## src/logic/rcc_pkg.sv

```systemverilog
// Purpose: shared constants of the calendar counter block
// Assumes: 32-bit AXI4-Lite register bus, byte addresses
// Notes:   every offset, field and reset value is named here once
package rcc_pkg;

  localparam int ADDR_W = 6;   // register window address width
  localparam int DATA_W = 32;  // bus data width

  // register byte offsets
  localparam logic [5:0] OFF_CTRL   = 6'h00;  // source, prescale, compensation
  localparam logic [5:0] OFF_MOD    = 6'h04;  // tick_modulo
  localparam logic [5:0] OFF_CNT    = 6'h08;  // tick_counter, read only
  localparam logic [5:0] OFF_SEC    = 6'h0c;  // seconds_count
  localparam logic [5:0] OFF_MIN    = 6'h10;  // minutes_count
  localparam logic [5:0] OFF_HR     = 6'h14;  // hours_count
  localparam logic [5:0] OFF_STAT   = 6'h18;  // sticky events, read only
  localparam logic [5:0] OFF_CLR    = 6'h1c;  // write one to clear, write only
  localparam logic [5:0] OFF_INTEN  = 6'h20;  // interrupt enable

  // control field positions
  localparam int CTRL_SRC_LO   = 0;   // source_select_field [1:0]
  localparam int CTRL_PS_LO    = 4;   // fast_osc_prescale_field [7:4]
  localparam int CTRL_CEN_BIT  = 8;   // compensation enable
  localparam int CTRL_CCS_LO   = 9;   // compensation period [10:9]
  localparam int CTRL_Q_LO     = 16;  // extra counts [23:16]

  // event bit positions in status, clear and enable
  localparam int EV_SEC  = 0;
  localparam int EV_MIN  = 1;
  localparam int EV_HR   = 2;
  localparam int EV_4HZ  = 3;
  localparam int EV_N    = 4;

  // reset values
  localparam logic [31:0] CTRL_RST = 32'h0000_0031;  // watch crystal, prescale 3
  localparam logic [15:0] MOD_RST  = 16'h8000;       // 32768 counts

  // calendar limits
  localparam logic [5:0] SEC_MAX = 6'h3b;  // 59
  localparam logic [5:0] MIN_MAX = 6'h3b;  // 59
  localparam logic [4:0] HR_MAX  = 5'h17;  // 23

  // fixed divider last count, divide by 32
  localparam logic [4:0] DIV32_LAST = 5'h1f;

  // compensation periods in seconds, last second index
  localparam logic [5:0] CCS_LAST_5  = 6'h04;
  localparam logic [5:0] CCS_LAST_15 = 6'h0e;
  localparam logic [5:0] CCS_LAST_30 = 6'h1d;
  localparam logic [5:0] CCS_LAST_60 = 6'h3b;

  // axi responses
  localparam logic [1:0] RESP_OKAY   = 2'h0;
  localparam logic [1:0] RESP_SLVERR = 2'h2;

  // counter source selection
  typedef enum logic [1:0] {
    SRC_MAIN  = 2'b00,
    SRC_WATCH = 2'b01,
    SRC_RC    = 2'b10,
    SRC_NONE  = 2'b11
  } rcc_src_type;

endpackage : rcc_pkg

```

## src/logic/rcc_top.sv

```systemverilog
// Purpose: real-time calendar counter with prescaler and AXI4-Lite registers
// Assumes: source clocks are far slower than aclk and are sampled as pins
// Notes:   all logic runs on aclk; source edges become one-cycle enables
`timescale 1ns/1ns
module rcc_top (
  input  wire logic                       aclk,
  input  wire logic                       aresetn,
  input  wire logic                       main_osc_clock,
  input  wire logic                       watch_crystal_clock,
  input  wire logic                       internal_rc_clock,
  input  wire logic                       stop_mode,
  input  wire logic [rcc_pkg::ADDR_W-1:0] s_axi_awaddr,
  input  wire logic                       s_axi_awvalid,
  output logic                            s_axi_awready,
  input  wire logic [rcc_pkg::DATA_W-1:0] s_axi_wdata,
  input  wire logic [3:0]                 s_axi_wstrb,
  input  wire logic                       s_axi_wvalid,
  output logic                            s_axi_wready,
  output logic [1:0]                      s_axi_bresp,
  output logic                            s_axi_bvalid,
  input  wire logic                       s_axi_bready,
  input  wire logic [rcc_pkg::ADDR_W-1:0] s_axi_araddr,
  input  wire logic                       s_axi_arvalid,
  output logic                            s_axi_arready,
  output logic [rcc_pkg::DATA_W-1:0]      s_axi_rdata,
  output logic [1:0]                      s_axi_rresp,
  output logic                            s_axi_rvalid,
  input  wire logic                       s_axi_rready,
  output logic                            irq
);
  import rcc_pkg::*;
  // pin sampling: three source clocks and the stop request
  logic [3:0]  pin_raw;      // pins gathered
  logic [3:0]  sync1_q;      // first stage, read only by second
  logic [3:0]  sync2_q;      // second stage
  logic [2:0]  prev_q;       // delayed second stage, for edges
  logic [2:0]  rise;         // rising edge per source
  // registers
  logic [31:0] ctrl_q;       // control word
  logic [15:0] mod_q;        // tick_modulo
  logic [EV_N-1:0] stat_q;   // sticky events
  logic [EV_N-1:0] inten_q;  // interrupt enables
  // dividers and counters
  logic [3:0]  ps_cnt_q;     // prescale counter
  logic [4:0]  div32_q;      // fixed divider
  logic [16:0] tick_cnt_q;   // tick_counter, spare msb for extension
  logic [5:0]  comp_sec_q;   // second index in compensation period
  logic [5:0]  sec_q;        // seconds_count
  logic [5:0]  min_q;        // minutes_count
  logic [4:0]  hr_q;         // hours_count
  // control fields
  rcc_src_type src;          // source_select_field
  logic [3:0]  ps_field;     // fast_osc_prescale_field
  logic        comp_en;      // compensation enable
  logic [1:0]  ccs;          // compensation period select
  logic [7:0]  q_extra;      // extra counts in last second
  // derived pulses and values
  logic        stopped;      // main source halted by stop
  logic        mhz_pulse;    // prescaler output step
  logic        div_in;       // fixed divider input step
  logic        div_out;      // fixed divider output step
  logic        cnt_step;     // counter_input_clock step
  logic [5:0]  ccs_last;     // last second index of period
  logic        last_sec;     // current second is extended
  logic [16:0] limit;        // wrap value this second
  logic [16:0] cnt_next;     // tick counter plus one
  logic [16:0] quarter;      // a quarter of modulo
  logic        sec_tick;     // one-second tick
  logic        min_tick;     // minute carry
  logic        hr_tick;      // hour carry
  logic        qtr_tick;     // 4 Hz event
  logic [EV_N-1:0] ev;       // events this cycle
  // bus
  logic        aw_have_q;    // write address held
  logic        w_have_q;     // write data held
  logic [5:0]  aw_q;         // held write address
  logic [31:0] w_q;          // held write data
  logic [3:0]  ws_q;         // held strobes
  logic        wr_fire;      // perform the held write
  logic        wr_ok;        // held address is writable
  logic [31:0] wr_val;       // strobe-merged write value
  logic [31:0] old_val;      // current value at write address
  logic [31:0] rd_val;       // read mux output
  logic        rd_ok;        // read address is mapped
  assign pin_raw = {stop_mode, internal_rc_clock, watch_crystal_clock, main_osc_clock};
  // two-flop synchronisers, shared reset
  always_ff @(posedge aclk) begin
    if (!aresetn) begin
      sync1_q <= 4'h0;
      sync2_q <= 4'h0;
      prev_q  <= 3'h0;
    end else begin
      sync1_q <= pin_raw;
      sync2_q <= sync1_q;
      prev_q  <= sync2_q[2:0];
    end
  end
  // edge detect per source clock
  for (genvar gi = 0; gi < 3; gi++) begin : g_edge
    assign rise[gi] = sync2_q[gi] & ~prev_q[gi];
  end
  // control field split
  assign src      = rcc_src_type'(ctrl_q[CTRL_SRC_LO +: 2]);
  assign ps_field = ctrl_q[CTRL_PS_LO +: 4];
  assign comp_en  = ctrl_q[CTRL_CEN_BIT];
  assign ccs      = ctrl_q[CTRL_CCS_LO +: 2];
  assign q_extra  = ctrl_q[CTRL_Q_LO +: 8];
  // main oscillator halts in stop; crystal and rc keep running
  assign stopped   = (src == SRC_MAIN) && sync2_q[3];
  assign mhz_pulse = rise[0] && !stopped && (ps_cnt_q == ps_field);
  // programmable prescaler, divides main clock by field plus one
  always_ff @(posedge aclk) begin
    if (!aresetn) begin
      ps_cnt_q <= 4'h0;
    end else if (src != SRC_MAIN) begin
      ps_cnt_q <= 4'h0;
    end else if (rise[0] && !stopped) begin
      ps_cnt_q <= mhz_pulse ? 4'h0 : ps_cnt_q + 4'h1;
    end
  end
  // fixed divide-by-32 input selection
  always_comb begin
    case (src)
      SRC_MAIN: div_in = mhz_pulse;
      SRC_RC:   div_in = rise[2];
      default:  div_in = 1'b0;
    endcase
  end
  assign div_out = div_in && (div32_q == DIV32_LAST);
  // fixed divide-by-32 stage
  always_ff @(posedge aclk) begin
    if (!aresetn) begin
      div32_q <= 5'h00;
    end else if (div_in) begin
      div32_q <= div32_q + 5'h01;
    end
  end
  // counter clock source mux
  always_comb begin
    case (src)
      SRC_WATCH: cnt_step = rise[1];
      SRC_MAIN:  cnt_step = div_out;
      SRC_RC:    cnt_step = div_out;
      default:   cnt_step = 1'b0;
    endcase
  end
  // compensation period and extended last second
  always_comb begin
    case (ccs)
      2'b00:   ccs_last = CCS_LAST_5;
      2'b01:   ccs_last = CCS_LAST_15;
      2'b10:   ccs_last = CCS_LAST_30;
      default: ccs_last = CCS_LAST_60;
    endcase
  end
  assign last_sec = comp_en && (comp_sec_q >= ccs_last);
  assign limit    = {1'b0, mod_q} + (last_sec ? {9'h000, q_extra} : 17'h00000);
  assign cnt_next = tick_cnt_q + 17'h00001;
  assign sec_tick = cnt_step && (cnt_next >= limit);
  assign min_tick = sec_tick && (sec_q == SEC_MAX);
  assign hr_tick  = min_tick && (min_q == MIN_MAX);
  // 4 Hz event at each quarter of the modulo and at the wrap
  assign quarter  = {3'h0, mod_q[15:2]};
  assign qtr_tick = sec_tick || (cnt_step && (quarter != 17'h00000) &&
                    ((cnt_next == quarter) || (cnt_next == (quarter << 1)) ||
                     (cnt_next == (quarter << 1) + quarter)));
  // tick counter, restarts from zero on wrap
  always_ff @(posedge aclk) begin
    if (!aresetn) begin
      tick_cnt_q <= 17'h00000;
    end else if (sec_tick) begin
      tick_cnt_q <= 17'h00000;
    end else if (cnt_step) begin
      tick_cnt_q <= cnt_next;
    end
  end
  // second index within compensation period
  always_ff @(posedge aclk) begin
    if (!aresetn) begin
      comp_sec_q <= 6'h00;
    end else if (!comp_en) begin
      comp_sec_q <= 6'h00;
    end else if (sec_tick) begin
      comp_sec_q <= last_sec ? 6'h00 : comp_sec_q + 6'h01;
    end
  end
  // write handshake: address and data taken in either order
  assign s_axi_awready = !aw_have_q && !s_axi_bvalid;
  assign s_axi_wready  = !w_have_q && !s_axi_bvalid;
  assign wr_fire       = aw_have_q && w_have_q && !s_axi_bvalid;
  always_ff @(posedge aclk) begin
    if (!aresetn) begin
      aw_have_q <= 1'b0;
      aw_q      <= 6'h00;
    end else if (s_axi_awvalid && s_axi_awready) begin
      aw_have_q <= 1'b1;
      aw_q      <= s_axi_awaddr;
    end else if (wr_fire) begin
      aw_have_q <= 1'b0;
    end
  end
  always_ff @(posedge aclk) begin
    if (!aresetn) begin
      w_have_q <= 1'b0;
      w_q      <= 32'h0000_0000;
      ws_q     <= 4'h0;
    end else if (s_axi_wvalid && s_axi_wready) begin
      w_have_q <= 1'b1;
      w_q      <= s_axi_wdata;
      ws_q     <= s_axi_wstrb;
    end else if (wr_fire) begin
      w_have_q <= 1'b0;
    end
  end
  // write decode: current value for strobe merge
  always_comb begin
    wr_ok   = 1'b1;
    old_val = 32'h0000_0000;
    if (aw_q == OFF_CTRL) begin
      old_val = ctrl_q;
    end else if (aw_q == OFF_MOD) begin
      old_val = {16'h0000, mod_q};
    end else if (aw_q == OFF_SEC) begin
      old_val = {26'h0000000, sec_q};
    end else if (aw_q == OFF_MIN) begin
      old_val = {26'h0000000, min_q};
    end else if (aw_q == OFF_HR) begin
      old_val = {27'h0000000, hr_q};
    end else if (aw_q == OFF_CLR) begin
      old_val = 32'h0000_0000;
    end else if (aw_q == OFF_INTEN) begin
      old_val = {28'h0000000, inten_q};
    end else begin
      wr_ok = 1'b0;                                  // unmapped or read only
    end
  end
  // byte lanes merged with the current value
  for (genvar gi = 0; gi < 4; gi++) begin : g_strb
    assign wr_val[gi*8 +: 8] = ws_q[gi] ? w_q[gi*8 +: 8] : old_val[gi*8 +: 8];
  end
  // write response
  always_ff @(posedge aclk) begin
    if (!aresetn) begin
      s_axi_bvalid <= 1'b0;
      s_axi_bresp  <= RESP_OKAY;
    end else if (wr_fire) begin
      s_axi_bvalid <= 1'b1;
      s_axi_bresp  <= wr_ok ? RESP_OKAY : RESP_SLVERR;
    end else if (s_axi_bready) begin
      s_axi_bvalid <= 1'b0;
    end
  end
  // control, modulo and interrupt enable registers
  always_ff @(posedge aclk) begin
    if (!aresetn) begin
      ctrl_q  <= CTRL_RST;
      mod_q   <= MOD_RST;
      inten_q <= '0;
    end else if (wr_fire) begin
      if (aw_q == OFF_CTRL) begin
        ctrl_q <= wr_val;
      end else if (aw_q == OFF_MOD) begin
        mod_q <= wr_val[15:0];
      end else if (aw_q == OFF_INTEN) begin
        inten_q <= wr_val[EV_N-1:0];
      end
    end
  end
  // calendar counters; a software write takes priority over a step
  always_ff @(posedge aclk) begin
    if (!aresetn) begin
      sec_q <= 6'h00;
      min_q <= 6'h00;
      hr_q  <= 5'h00;
    end else begin
      if (wr_fire && aw_q == OFF_SEC) begin
        sec_q <= wr_val[5:0];
      end else if (min_tick) begin
        sec_q <= 6'h00;
      end else if (sec_tick) begin
        sec_q <= sec_q + 6'h01;
      end
      if (wr_fire && aw_q == OFF_MIN) begin
        min_q <= wr_val[5:0];
      end else if (hr_tick) begin
        min_q <= 6'h00;
      end else if (min_tick) begin
        min_q <= min_q + 6'h01;
      end
      if (wr_fire && aw_q == OFF_HR) begin
        hr_q <= wr_val[4:0];
      end else if (hr_tick) begin
        hr_q <= (hr_q >= HR_MAX) ? 5'h00 : hr_q + 5'h01;
      end
    end
  end
  // sticky events; a new event wins over a clear in the same cycle
  assign ev = {qtr_tick, hr_tick, min_tick, sec_tick};
  always_ff @(posedge aclk) begin
    if (!aresetn) begin
      stat_q <= '0;
    end else if (wr_fire && aw_q == OFF_CLR) begin
      stat_q <= (stat_q & ~wr_val[EV_N-1:0]) | ev;
    end else begin
      stat_q <= stat_q | ev;
    end
  end
  assign irq = |(stat_q & inten_q);
  // read decode
  always_comb begin
    rd_ok  = 1'b1;
    rd_val = 32'h0000_0000;
    if (s_axi_araddr == OFF_CTRL) begin
      rd_val = ctrl_q;
    end else if (s_axi_araddr == OFF_MOD) begin
      rd_val = {16'h0000, mod_q};
    end else if (s_axi_araddr == OFF_CNT) begin
      rd_val = {16'h0000, tick_cnt_q[15:0]};
    end else if (s_axi_araddr == OFF_SEC) begin
      rd_val = {26'h0000000, sec_q};
    end else if (s_axi_araddr == OFF_MIN) begin
      rd_val = {26'h0000000, min_q};
    end else if (s_axi_araddr == OFF_HR) begin
      rd_val = {27'h0000000, hr_q};
    end else if (s_axi_araddr == OFF_STAT) begin
      rd_val = {28'h0000000, stat_q};
    end else if (s_axi_araddr == OFF_CLR) begin
      rd_val = 32'h0000_0000;                        // write only, reads zero
    end else if (s_axi_araddr == OFF_INTEN) begin
      rd_val = {28'h0000000, inten_q};
    end else begin
      rd_ok = 1'b0;                                  // unmapped
    end
  end
  assign s_axi_arready = !s_axi_rvalid;
  // read data channel
  always_ff @(posedge aclk) begin
    if (!aresetn) begin
      s_axi_rvalid <= 1'b0;
      s_axi_rdata  <= 32'h0000_0000;
      s_axi_rresp  <= RESP_OKAY;
    end else if (s_axi_arvalid && s_axi_arready) begin
      s_axi_rvalid <= 1'b1;
      s_axi_rdata  <= rd_val;
      s_axi_rresp  <= rd_ok ? RESP_OKAY : RESP_SLVERR;
    end else if (s_axi_rready) begin
      s_axi_rvalid <= 1'b0;
    end
  end
endmodule : rcc_top

```

## config.mk

```make
export PLATFORM = sky130hd
export DESIGN_NAME = rcc_top
export DESIGN_NICKNAME = d
export VERILOG_FILES = /design/src/logic/rcc_pkg.sv /design/src/logic/rcc_top.sv
export SDC_FILE = /design/constraint.sdc
export NUM_CORES = 1
export LEC_CHECK = 0
export BUFFER_PORTS_ARGS = -buffer_cell sky130_fd_sc_hd__buf_2
export CAP_MARGIN = 5
export CORE_UTILIZATION = 40
export DETAILED_ROUTE_END_ITERATION = 6
export HOLD_SLACK_MARGIN = 0.06
export PLACE_DENSITY = 0.6
export SLEW_MARGIN = 10
export SYNTH_ARGS = -nofsm -noshare
export SYNTH_HDL_FRONTEND = slang
export SYNTH_SLANG_ARGS = --single-unit
export TNS_END_PERCENT = 5
```

## constraint.sdc

```tcl
create_clock -name aclk -period 6.8 [get_ports aclk]
set_input_delay 1.36 -clock aclk [delete_from_list [all_inputs] [get_ports aclk]]
set_output_delay 1.36 -clock aclk [all_outputs]
set_load 0.01 [all_outputs]
```

# After elaboration in Yosys (flattened, before gate mapping)

Cells that the tools add are included.

Output and inout bits: 42
ROM bits: 0
Memories kept: 0
Bits in writable memories: 0
Register bits after elaboration: 198
Input bits: 59
Latch bits: 0

Muxes and demuxes: 61
$add $sub $neg: 9
Divide/modulo/power cells: 0
Equal/unequal tests: 27
$mul: 0
Shifts and indexed selects: 0
Reductions and logical operators: 52
Bitwise operators: 14
$lt $le $gt $ge: 3

Operators by type and width:

| cell                    | count |
|---|---|
| $mux W6                 | 11 |
| $mux W32                | 2 |
| $mux W16                | 3 |
| $eq A6 B5 Y1 const B    | 7 |
| $mux W8                 | 5 |
| $mux W4                 | 7 |
| $mux W5                 | 5 |
| $eq A6 B6 Y1 const B    | 4 |
| $mux W1                 | 23 |
| $logic_and A1 B1 Y1     | 21 |
| $add A6 B1 Y6 const B   | 3 |
| $eq A6 B4 Y1 const B    | 3 |
| $pmux W6 S3             | 1 |
| $add A16 B8 Y17         | 1 |
| $add A17 B1 Y17 const B | 1 |
| $eq A17 B14 Y1          | 1 |
| $eq A17 B15 Y1          | 1 |
| $eq A17 B16 Y1          | 1 |
| $ge A17 B17 Y1          | 1 |
| $reduce_bool A17 Y1     | 1 |
| $add A15 B14 Y16        | 1 |
| $eq A6 B3 Y1 const B    | 2 |
| $logic_not A6 Y1        | 2 |
| $reduce_bool A2 Y1      | 6 |
| 25 further kinds        | 53 |

# Longest topological paths before layout

Gate-level depths: netlist of run 1.

Depth in word-level cells: 13
Depth in mapped cells: 31
Mapped depth without buffers: 29

# Worst setup path before layout of run 1

OpenSTA, ideal clock, no wires.

Path kind: reg2reg
Start: register ctrl_q[10]
End: register tick_cnt_q[10]
Period minus slack after synthesis: 6009 ps
Stages on the path, launching flop included: 31
Library setup time: 65 ps
Data required time: 6735 ps
Path slack: 791 ps
Arrival time: 5944 ps
Path through: dfxtp_1 > clkbuf_1 > ha_1 > nand2b_1 > a21o_1 > a21o_1 > a21o_1 > a21o_1 > a21oi_1 > nor2b_1 > and2_1 > ha_1 > fa_1 > a21o_1 > a21oi_1 > o21bai_1 > a21oi_1 > o21bai_1 > a21oi_1 > xnor2_1 > ha_1 > and4_1 > a221o_1 > a31oi_1 > a31oi_1 > o31ai_1 > buf_6 > clkbuf_1 > nand2_1 > clkbuf_1 > nor2_1

Word-level cells in the longest chain between the ends: 9
Elaborated cells on any way between the ends: 11

Ends and longest elaborated chain:

| item                                  | line           | RTL |
|---|---|---|
| from (decl)                           | rcc_top.sv:39  | `logic [31:0] ctrl_q;` |
| from (signal assigned)                | rcc_top.sv:261 | `ctrl_q <= wr_val;` |
| $eq A2 B2 Y1 (tied with other cells)  | rcc_top.sv:149 | `case (ccs)` |
| $pmux W6 S3 (*)                       | rcc_top.sv:149 |  |
| $ge A6 B6 Y1 (*)                      | rcc_top.sv:156 | `assign last_sec = comp_en && (comp_sec_q >= ccs_last);` |
| $logic_and A1 B1 Y1 (*)               | rcc_top.sv:156 |  |
| $mux W8 (*)                           | rcc_top.sv:157 | `assign limit = {1'b0, mod_q} + (last_sec ? {9'h000, q_extra} : 17'h00000);` |
| $add A16 B8 Y17 (*)                   | rcc_top.sv:157 |  |
| $ge A17 B17 Y1 (*)                    | rcc_top.sv:159 | `assign sec_tick = cnt_step && (cnt_next >= limit);` |
| $logic_and A1 B1 Y1 (*)               | rcc_top.sv:159 |  |
| $reduce_or A2 Y1 (no source line) (*) | -              |  |
| to (signal assigned)                  | rcc_top.sv:174 | `tick_cnt_q <= cnt_next;` |
| to (decl)                             | rcc_top.sv:46  | `logic [16:0] tick_cnt_q;` |

Every way passes the cells marked *; elsewhere a longest branch is shown, timed or not.
A chain may end at the register's enable or synchronous reset.

# Final worst setup path of run 1

Start: register comp_sec_q[0]
End: register sec_q[1]

Word-level cells in the longest chain between the ends: 9
Elaborated cells on any way between the ends: 10

Ends and longest elaborated chain:

| item                    | line           | RTL |
|---|---|---|
| from (decl)             | rcc_top.sv:47  | `logic [5:0] comp_sec_q;` |
| from (signal assigned)  | rcc_top.sv:184 | `comp_sec_q <= last_sec ? 6'h00 : comp_sec_q + 6'h01;` |
| $ge A6 B6 Y1 (*)        | rcc_top.sv:156 |  |
| $logic_and A1 B1 Y1 (*) | rcc_top.sv:156 |  |
| $mux W8 (*)             | rcc_top.sv:157 |  |
| $add A16 B8 Y17 (*)     | rcc_top.sv:157 |  |
| $ge A17 B17 Y1 (*)      | rcc_top.sv:159 |  |
| $logic_and A1 B1 Y1 (*) | rcc_top.sv:159 |  |
| $logic_and A1 B1 Y1     | rcc_top.sv:160 | `assign min_tick = sec_tick && (sec_q == SEC_MAX);` |
| $mux W6                 | rcc_top.sv:278 | `end else if (min_tick) begin` |
| $mux W6                 | rcc_top.sv:276 | `if (wr_fire && aw_q == OFF_SEC) begin` |
| to (signal assigned)    | rcc_top.sv:277 | `sec_q <= wr_val[5:0];` |
| to (signal assigned)    | rcc_top.sv:281 | `sec_q <= sec_q + 6'h01;` |
| to (decl)               | rcc_top.sv:48  | `logic [5:0] sec_q;` |

Marks and branches as above.

==> impl_metrics.toml, run 1 <==
[global_route]
first_global_vias = 9459
grt_use_total = 0.236
grt_max_degree = 72
grt_pass1_wl_mm = 53.4
grt-ovfl-total = 0
antenna_found_initial = 0

[clock_tree]
hold_buffers = 0
clk_latency_ns = 0.45
cts_max_path_buffers = 2
cts_max_level = 4
cts_buffers = 17
ctsRootBufferMaster = "clkbuf_16"
cts.sinks = 196
cts_tree = "yes"
path_clk_slew_ns = 0.08

[detailed_routing]
wl_mm = 33.9
wl_met3_mm = 2.19
viasPerCell = 5.50
routed.top_layer = "met4"
drtIter0Drc = 884
num_vias = 10400
drcViolationCount = 0
first_pass_iters = 5
wl_met2_mm = 14.7
ant_nets = 0
wl_per_cell_um = 17.9
wl_met1_mm = 16.4

[sta]
slew-limit-headroom = 0.230
hold_viol = 0
clock_skew_ns = 0.0208
setup_violations = 0
tightestPinTransition_ns = 1.15
max_freq_mhz = 157
slew_viol_final = 0
finalSetupTns_ns = 0
holdWs_ns = 0.439
period_needed_ns = 6.38
rsz0062_at_grt = "false"
worst_slack_ns = 0.418
fin_crit_sh = 0.939

[yosys]
yosysSeqAreaShare = 0.344
synth-edff-count = 0
netlist_instances = 1469
synthXorXnorAreaFrac = 0.0802
synth_area_um2 = 11400
synth_simple_gate_area_frac = 0.237
avgSynthCellArea_um2 = 7.77
async_flop_share = 0
synth_cell_types = 75
synth_fa_ha_area_frac = 0.0703
synth_top_family_by_area = "simple AND/OR/NAND/NOR gates"
synth.area.mux_share = 0.0285
synth_compound_area_frac = 0.188
synth.ff_latch_count = 196
yosysWarnings = 0
synth-main-ff-cell = "dfxtp_1"

[place]
dp_slack_ns = 0.214
dp_hpwl_mm = 24.9
gp_congestion = 0.919
io_buffers = 98

[floorplanning]
fp-row-count = 61
ios = 101
core-area_um2 = 27900
die_area_um2 = 29200
die_height_um = 171
fp.dieW_um = 171
initial_core_util = 0.409

[cells_and_area]
final_common_cell = "nand2_1"
final_cell_mix = "nand2_1, dfxtp_1, a21oi_1, nor2_1, buf_2"
fill_cells = 2891
fin_nets = 1630
antenna_cells = 0
layout-area-overhead-vs-synth_pct = 11.4
drive_gt1_frac = 0.110

[setup_path]
startpoint_type = "flop"
worstSetupPathType = "reg2reg"
crit_path_max_incr_delay_ns = 0.43
critPathRequiredTime_ns = 7.08
end_kind = "flop"
path_common_cell = "a21o_1"
crit_fanout = 8
cp.arrival_ns = 6.67
cp_slowest_cell = "o31ai_4"

[worst_hold_path]
holdCritPathClass = "reg2reg"

[status]
outcome = "complete, no violations"

[power]
p_per_area_nw_per_um2 = 189
peakVddDrop_v = 0.000122
power_leakage_nw = 4.87

[job]
maxCapViolations = 0
==> synth_stat cells (7+ instances only) <==
cell type  instances  area [µm²]
nor2_1           130         488
nor3_1            22         110
buf_1              8        30.0
a21oi_1          133         666
nand2_1          223         837
ha_1              61         763
a22oi_1           23         173
nor4_1             8        50.1
nor2b_1           15        93.8
mux2i_1           28         280
xor2_1            25         219
nand2b_1           8        50.1
nand4_1           15        93.8
a211oi_1          21         158
o21ai_0           64         320
dfxtp_1          196        3920
inv_1             58         218
o21bai_1           7        52.6
and2_1            46         288
a21o_1            11        82.6
nand3_1           65         325
o22ai_1           10        62.6
a31oi_1           16         100
a221oi_1          12         105
clkbuf_1          73         274
xnor2_1           75         657
==> sequential cells by signal, indices dropped and copies added (netlist names), 3 cells and up <==
signal and flops:
sync2_q 4, w_q 32, comp_sec_q 6, prev_q 3, tick_cnt_q 17, ctrl_q 32, hr_q 5, min_q 6
mod_q 16, ps_cnt_q 4, sec_q 6, s_axi_rdata 32, stat_q 4, div32_q 5, sync1_q 4, inten_q 4
aw_q 6, ws_q 4
==> cells by family after synthesis <==
group / count (synthesis)
xor+xnor: 102
fa+ha+maj: 63
other cells: 1
simple gates: 577
flops: 196
mux: 31
buf+inv: 152
compound gates: 347
==> metrics by stage <==
step | cells | utilization | area, µm² | power [W]
after floorplan | 1470 | - | 11400 | 0.00136
after global placement | 1866 | 0.434 | 12100 | 0.00144
after detailed placement | 1866 | 0.434 | 12100 | 0.00144
after CTS | 1898 | 0.455 | 12700 | 0.00243
after global routing | 1899 | 0.456 | 12700 | 0.00250
final | 1899 | 0.456 | 12700 | 0.00241
==> layout make-up <==
cell class	instances	area [µm²]	area share
inverter	60	228	0.0179
multi-input combinational	1122	6930	0.545
clock inverter	14	145	0.0114
clock buffer	18	429	0.0337
timing repair buffer	111	592	0.0465
tap	378	473	0.0372
sequential	196	3920	0.308
==> report_power, final <==
part / switching (W) / leakage (nW) / internal (W)
clock: 0.000509 / 0.271 / 0.000488
combinational: 0.000141 / 3.01 / 0.0000689
sequential: 0.0000311 / 1.59 / 0.00117
==> final timing paths <==
| path | start | slack [ns] | cells past startpoint | to |
|---|---|---|---|---|
| setup / recovery | comp_sec_q[0] | 0.42 | 29 | sec_q[1] |
| hold / removal | sync1_q[0] | 0.44 | 1 | sync2_q[0] |
| setup reg to reg | comp_sec_q[0] | 0.42 | 29 | sec_q[1] |
| hold reg to reg | sync1_q[0] | 0.44 | 1 | sync2_q[0] |
==> critical path: cells and delay by family (launching register included) <==
kind                     cells  cell delay [ns]
buffers and inverters        2             0.27
XOR/XNOR                     1             0.16
flip-flops                   1             0.40
AND/OR/NAND/NOR              5             0.83
AO/OA/AOI/OAI               16             3.09
multiplexers                 1             0.32
adder cells (fa/ha/maj)      4             1.15
==> what timing repair did <==
action,4_1_cts,5_1_grt
setup endpoints to repair,0,43
setup buffers,0,1
resized for setup,0,4
==> metal layers <==
layer | GRT usage | up-vias
li1 | - | 5181
met3 | 0.0326 | 33
met2 | 0.351 | 315
met1 | 0.350 | 4914
met4 | 0.0641 | 0
met5 | 0 | -
Note: power is estimated with default switching activity, not from simulation.
==> run 2: changes to the inputs <==
- clock period: 6.8 -> 7.8 ns (I/O delays scaled with it)
==> run 2 against run 1 <==
  * Combinational power shrank 13%
  * Largest power group unchanged
  * Sequential share of layout area grew 0.052 points
  * Setup slack gained 0.43 ns
  * First-iteration DRC count grew 12%
  * Critical endpoint is now tick_cnt_q[1]
  * Largest cell class unchanged
==> impl_metrics.toml, run 2 (synthesis results as in run 1) <==
[sta]
period_needed_ns = 6.95
slew-limit-headroom = 0.217
finalSetupTns_ns = 0
clock_skew_ns = 0.0136
rsz0062_at_grt = "false"
slew_viol_final = 0
max_freq_mhz = 144
hold_viol = 0
setup_violations = 0
fin_crit_sh = 0.891
tightestPinTransition_ns = 1.16

[setup_path]
crit_path_max_incr_delay_ns = 0.64
path_common_cell = "a21o_1"
crit_fanout = 17
cp.arrival_ns = 7.31
end_kind = "flop"
cp_slowest_cell = "o31ai_4"
startpoint_type = "flop"
worstSetupPathType = "reg2reg"
critPathRequiredTime_ns = 8.16

[floorplanning]
core-area_um2 = 27900
fp-row-count = 61
ios = 101
fp.dieW_um = 171
die_area_um2 = 29200
initial_core_util = 0.409
die_height_um = 171

[clock_tree]
cts_tree = "yes"
clk_latency_ns = 0.44
cts_max_level = 4
cts.sinks = 196
cts_buffers = 17
path_clk_slew_ns = 0.08
ctsRootBufferMaster = "clkbuf_16"
ctsResizeCount = 0
cts_max_path_buffers = 2
post_cts_buffers = 0
hold_buffers = 0

[cells_and_area]
final_cell_mix = "nand2_1, dfxtp_1, a21oi_1, nor2_1, buf_2"
final_common_cell = "nand2_1"
fin_nets = 1632
final_area_um2 = 12700
antenna_cells = 0
layout.cells.non_filler = 1900
reg.largest.list = "ctrl_q x32, s_axi_rdata x32, w_q x32"
layout-area-overhead-vs-synth_pct = 11.2
drive_gt1_frac = 0.108

[global_route]
grt_use_total = 0.233
antenna_found_initial = 0
grt_max_degree = 98
grt_pass1_wl_mm = 52.7
grt-ovfl-total = 0
first_global_vias = 9452

[status]
outcome = "complete, no violations"

[power]
power_leakage_nw = 4.87
p_per_area_nw_per_um2 = 164
peakVddDrop_v = 0.000123

[detailed_routing]
num_vias = 10500
wl_per_cell_um = 17.8
wl_mm = 33.8
drtIter0Drc = 993
first_pass_iters = 6
drcViolationCount = 0
viasPerCell = 5.54
ant_nets = 0

[place]
io_buffers = 98
gp_congestion = 0.907
dp_hpwl_mm = 24.9
dpl_cell_area_um2 = 12100
place_inst = 1869

[job]
maxCapViolations = 0

[worst_hold_path]
holdCritPathClass = "reg2reg"
## run 2: final timing paths
path | from | depth (start not counted) | to | slack [ns]
worst max-delay path | comp_sec_q[0] | 28 | tick_cnt_q[1] | 0.85
worst min-delay path | sync1_q[3] | 1 | sync2_q[3] | 0.44
worst max register to register | comp_sec_q[0] | 28 | tick_cnt_q[1] | 0.85
worst min register to register | sync1_q[3] | 1 | sync2_q[3] | 0.44
## run 2: where the power goes
group | leakage [nW] | internal, W | switching [W]
Sequential | 1.59 | 0.00102 | 0.0000270
Combinational | 3.02 | 0.0000607 | 0.000122
Clock | 0.259 | 0.000420 | 0.000430
## run 2: critical path: cells and delay by family (launching register included)
kind	cells	cell delay [ns]
xor gates and xnor gates	1	0.14
buffers and inverters	1	0.07
adders and majority gates	4	1.19
AOI/OAI and AO/OA	17	3.84
DFF	1	0.40
and+or+nand+nor	5	1.21
## run 2: cell type report
type                            count  area (µm²)
Fill cell                        2860       15200
Multi-Input combinational cell   1122        6920
Sequential cell                   196        3920
Timing Repair Buffer              113         603
Tap cell                          378         473
Clock buffer                       18         429
Inverter                           60         228
Clock inverter                     13         125
## run 2: routing by layer
metal,routed length [µm],up-vias,track usage
li1,-,5188,-
met1,16300,4958,0.337
met2,14700,340,0.345
met3,2120,44,0.0386
met4,671,0,0.0788
met5,0,-,0
## run 2: stage by stage
step                      hold slack, ns  power [W]   util  worst slack [ns]
after global placement             0.423    0.00125  0.435              1.09
after detailed placement           0.419    0.00126  0.435             0.918
after floorplan                    0.412    0.00118      -              1.79
after global routing               0.445    0.00216  0.455             0.456
final                              0.435    0.00208  0.455             0.851
after CTS                          0.438    0.00210  0.455             0.900
==> run 3: changes to the inputs <==
- CORE_UTILIZATION: 40 -> 35
- CTS_CLUSTER_DIAMETER: unset -> 40
- PLACE_DENSITY: 0.6 -> 0.55
==> run 3 against run 2 <==
  * Maximum frequency rose by 2.3%
  * Non-clock buffer count fell by 3
  * Combinational power barely moved
  * Critical endpoint unchanged
==> impl_metrics.toml, run 3 (synthesis results as in run 1) <==
[cells_and_area]
drive_gt1_frac = 0.107
layout-area-overhead-vs-synth_pct = 12.1
final_cell_mix = "nand2_1, dfxtp_1, a21oi_1, nor2_1, buf_2"
reg.largest.list = "ctrl_q x32, s_axi_rdata x32, w_q x32"
final_common_cell = "nand2_1"
fin_nets = 1629
final_area_um2 = 12800
fill_cells = 3320
layout.cells.non_filler = 1955
antenna_cells = 0

[clock_tree]
path_clk_slew_ns = 0.08
cts_buffers = 17
cts_max_path_buffers = 2
cts_max_level = 4
ctsResizeCount = 0
ctsRootBufferMaster = "clkbuf_16"
post_cts_buffers = 0
cts.sinks = 196
hold_buffers = 0
clk_latency_ns = 0.45
cts_tree = "yes"

[floorplanning]
die_height_um = 183
ios = 101
core-area_um2 = 31800
fp.dieW_um = 183
initial_core_util = 0.359
die_area_um2 = 33400
fp-row-count = 65

[setup_path]
worst-path-buf-inv = 1
cp.arrival_ns = 7.16
end_kind = "flop"
crit_family = "compound AO/OA/AOI/OAI gates"
reg2reg_to = "tick_cnt_q[1]"
worstSetupPathType = "reg2reg"
crit_path_max_incr_delay_ns = 0.62
crit_fanout = 17
ff2ff_path_depth = 27
reg2reg_slack_ns = 1.01
critPathRequiredTime_ns = 8.17
cp_slowest_cell = "o31ai_4"
r2r_start = "comp_sec_q[0]"
startpoint_type = "flop"

[job]
maxCapViolations = 0

[global_route]
antenna_found_initial = 0
grt_use_total = 0.215
first_global_vias = 9695
grt_pass1_wl_mm = 55.3
grt-ovfl-total = 0
grt_max_degree = 84

[detailed_routing]
num_vias = 10400
ant_nets = 0
drcViolationCount = 0
wl_mm = 35.3
wl_per_cell_um = 18.0
first_pass_iters = 6
viasPerCell = 5.33
drtIter0Drc = 804

[worst_hold_path]
hp-start = "sync1_q[1]"
whs_path_depth = 1
hold_end = "sync2_q[1]"
holdCritPathClass = "reg2reg"

[sta]
slew_viol_final = 0
clock_skew_ns = 0.0117
tightestPinTransition_ns = 1.15
finalSetupTns_ns = 0
max_freq_mhz = 147
period_needed_ns = 6.79
rsz0062_at_grt = "false"
fin_crit_sh = 0.871
hold_viol = 0
slew-limit-headroom = 0.225
setup_violations = 0

[place]
dpl_cell_area_um2 = 12200
dp_hpwl_mm = 26.2
place_inst = 1923
io_buffers = 98
gp_congestion = 0.893

[status]
outcome = "complete, no violations"

[power]
power_leakage_nw = 4.89
peakVddDrop_v = 0.000156
p_per_area_nw_per_um2 = 169
run 3: cell types whose count changed in the layout (fill, tap and decap cells not counted), sizes merged:
cell	change
bufinv	+2
clkbuf	+2
clkinvlp	-3
buf	-3
run 3: report_power, final:
group	internal, W	switching [W]
Sequential	0.00102	0.0000276
Combinational	0.0000602	0.000123
Clock	0.000498	0.000428
Total	0.00158	0.000579
run 3: worst max-delay path by stage:
stage / endpoint / slack (ns) / from / cells past startpoint
CTS: tick_cnt_q[1] / 0.98 / comp_sec_q[0] / 28
detailed placement: tick_cnt_q[1] / 1.01 / comp_sec_q[0] / 28
global placement: tick_cnt_q[1] / 1.15 / comp_sec_q[0] / 27
finish: tick_cnt_q[1] / 1.01 / comp_sec_q[0] / 27
global route: tick_cnt_q[1] / 0.48 / comp_sec_q[0] / 28
floorplan: tick_cnt_q[10] / 1.79 / ctrl_q[10] / 30
run 3: per-stage QoR:
step           worst slack, ns   util  total power (W)  hold slack [ns]
6_report                  1.01  0.403          0.00216            0.433
5_1_grt                  0.481  0.403          0.00224            0.441
4_1_cts                  0.983  0.402          0.00218            0.435
3_5_place_dp              1.01  0.384          0.00126            0.418
3_3_place_gp              1.15  0.384          0.00126            0.419
2_1_floorplan             1.79      -          0.00118            0.412
run 3: area by class of cell:
cell class	count	area (µm²)	share of cell area
tap	435	544	0.0425
inverter	60	228	0.0178
sequential	196	3920	0.306
clock buffer	20	457	0.0357
timing repair buffer	110	581	0.0453
multi-input combinational	1122	6930	0.541
clock inverter	12	144	0.0112
run 3: layer usage:
metal | global-route usage | vias to the layer above | part of all wire
met1 | 0.305 | 4903 | 0.48
met2 | 0.326 | 305 | 0.44
li1 | - | 5177 | -
met5 | 0 | - | 0
met4 | 0.0676 | 0 | 0.019
met3 | 0.0417 | 38 | 0.067
run 3: worst reg2reg max path: stages (launching register included):
cell and delay [ns]:
dfxtp_1 0.40, inv_1 0.06, ha_1 0.28, nand2b_1 0.14, a21o_1 0.17, a21o_1 0.17
a21o_1 0.17, a21o_1 0.17, a21oi_1 0.31, nor2b_1 0.21, and2_1 0.21, ha_1 0.20
fa_1 0.40, a21o_1 0.17, a21oi_1 0.21, o21bai_1 0.09, a21oi_1 0.22, o21bai_1 0.09
a21oi_1 0.36, xnor2_1 0.17, ha_1 0.27, and4_1 0.22, a221o_1 0.29, a31oi_1 0.15
a31oi_1 0.14, o31ai_4 0.62, nand2_1 0.55, a21oi_1 0.27
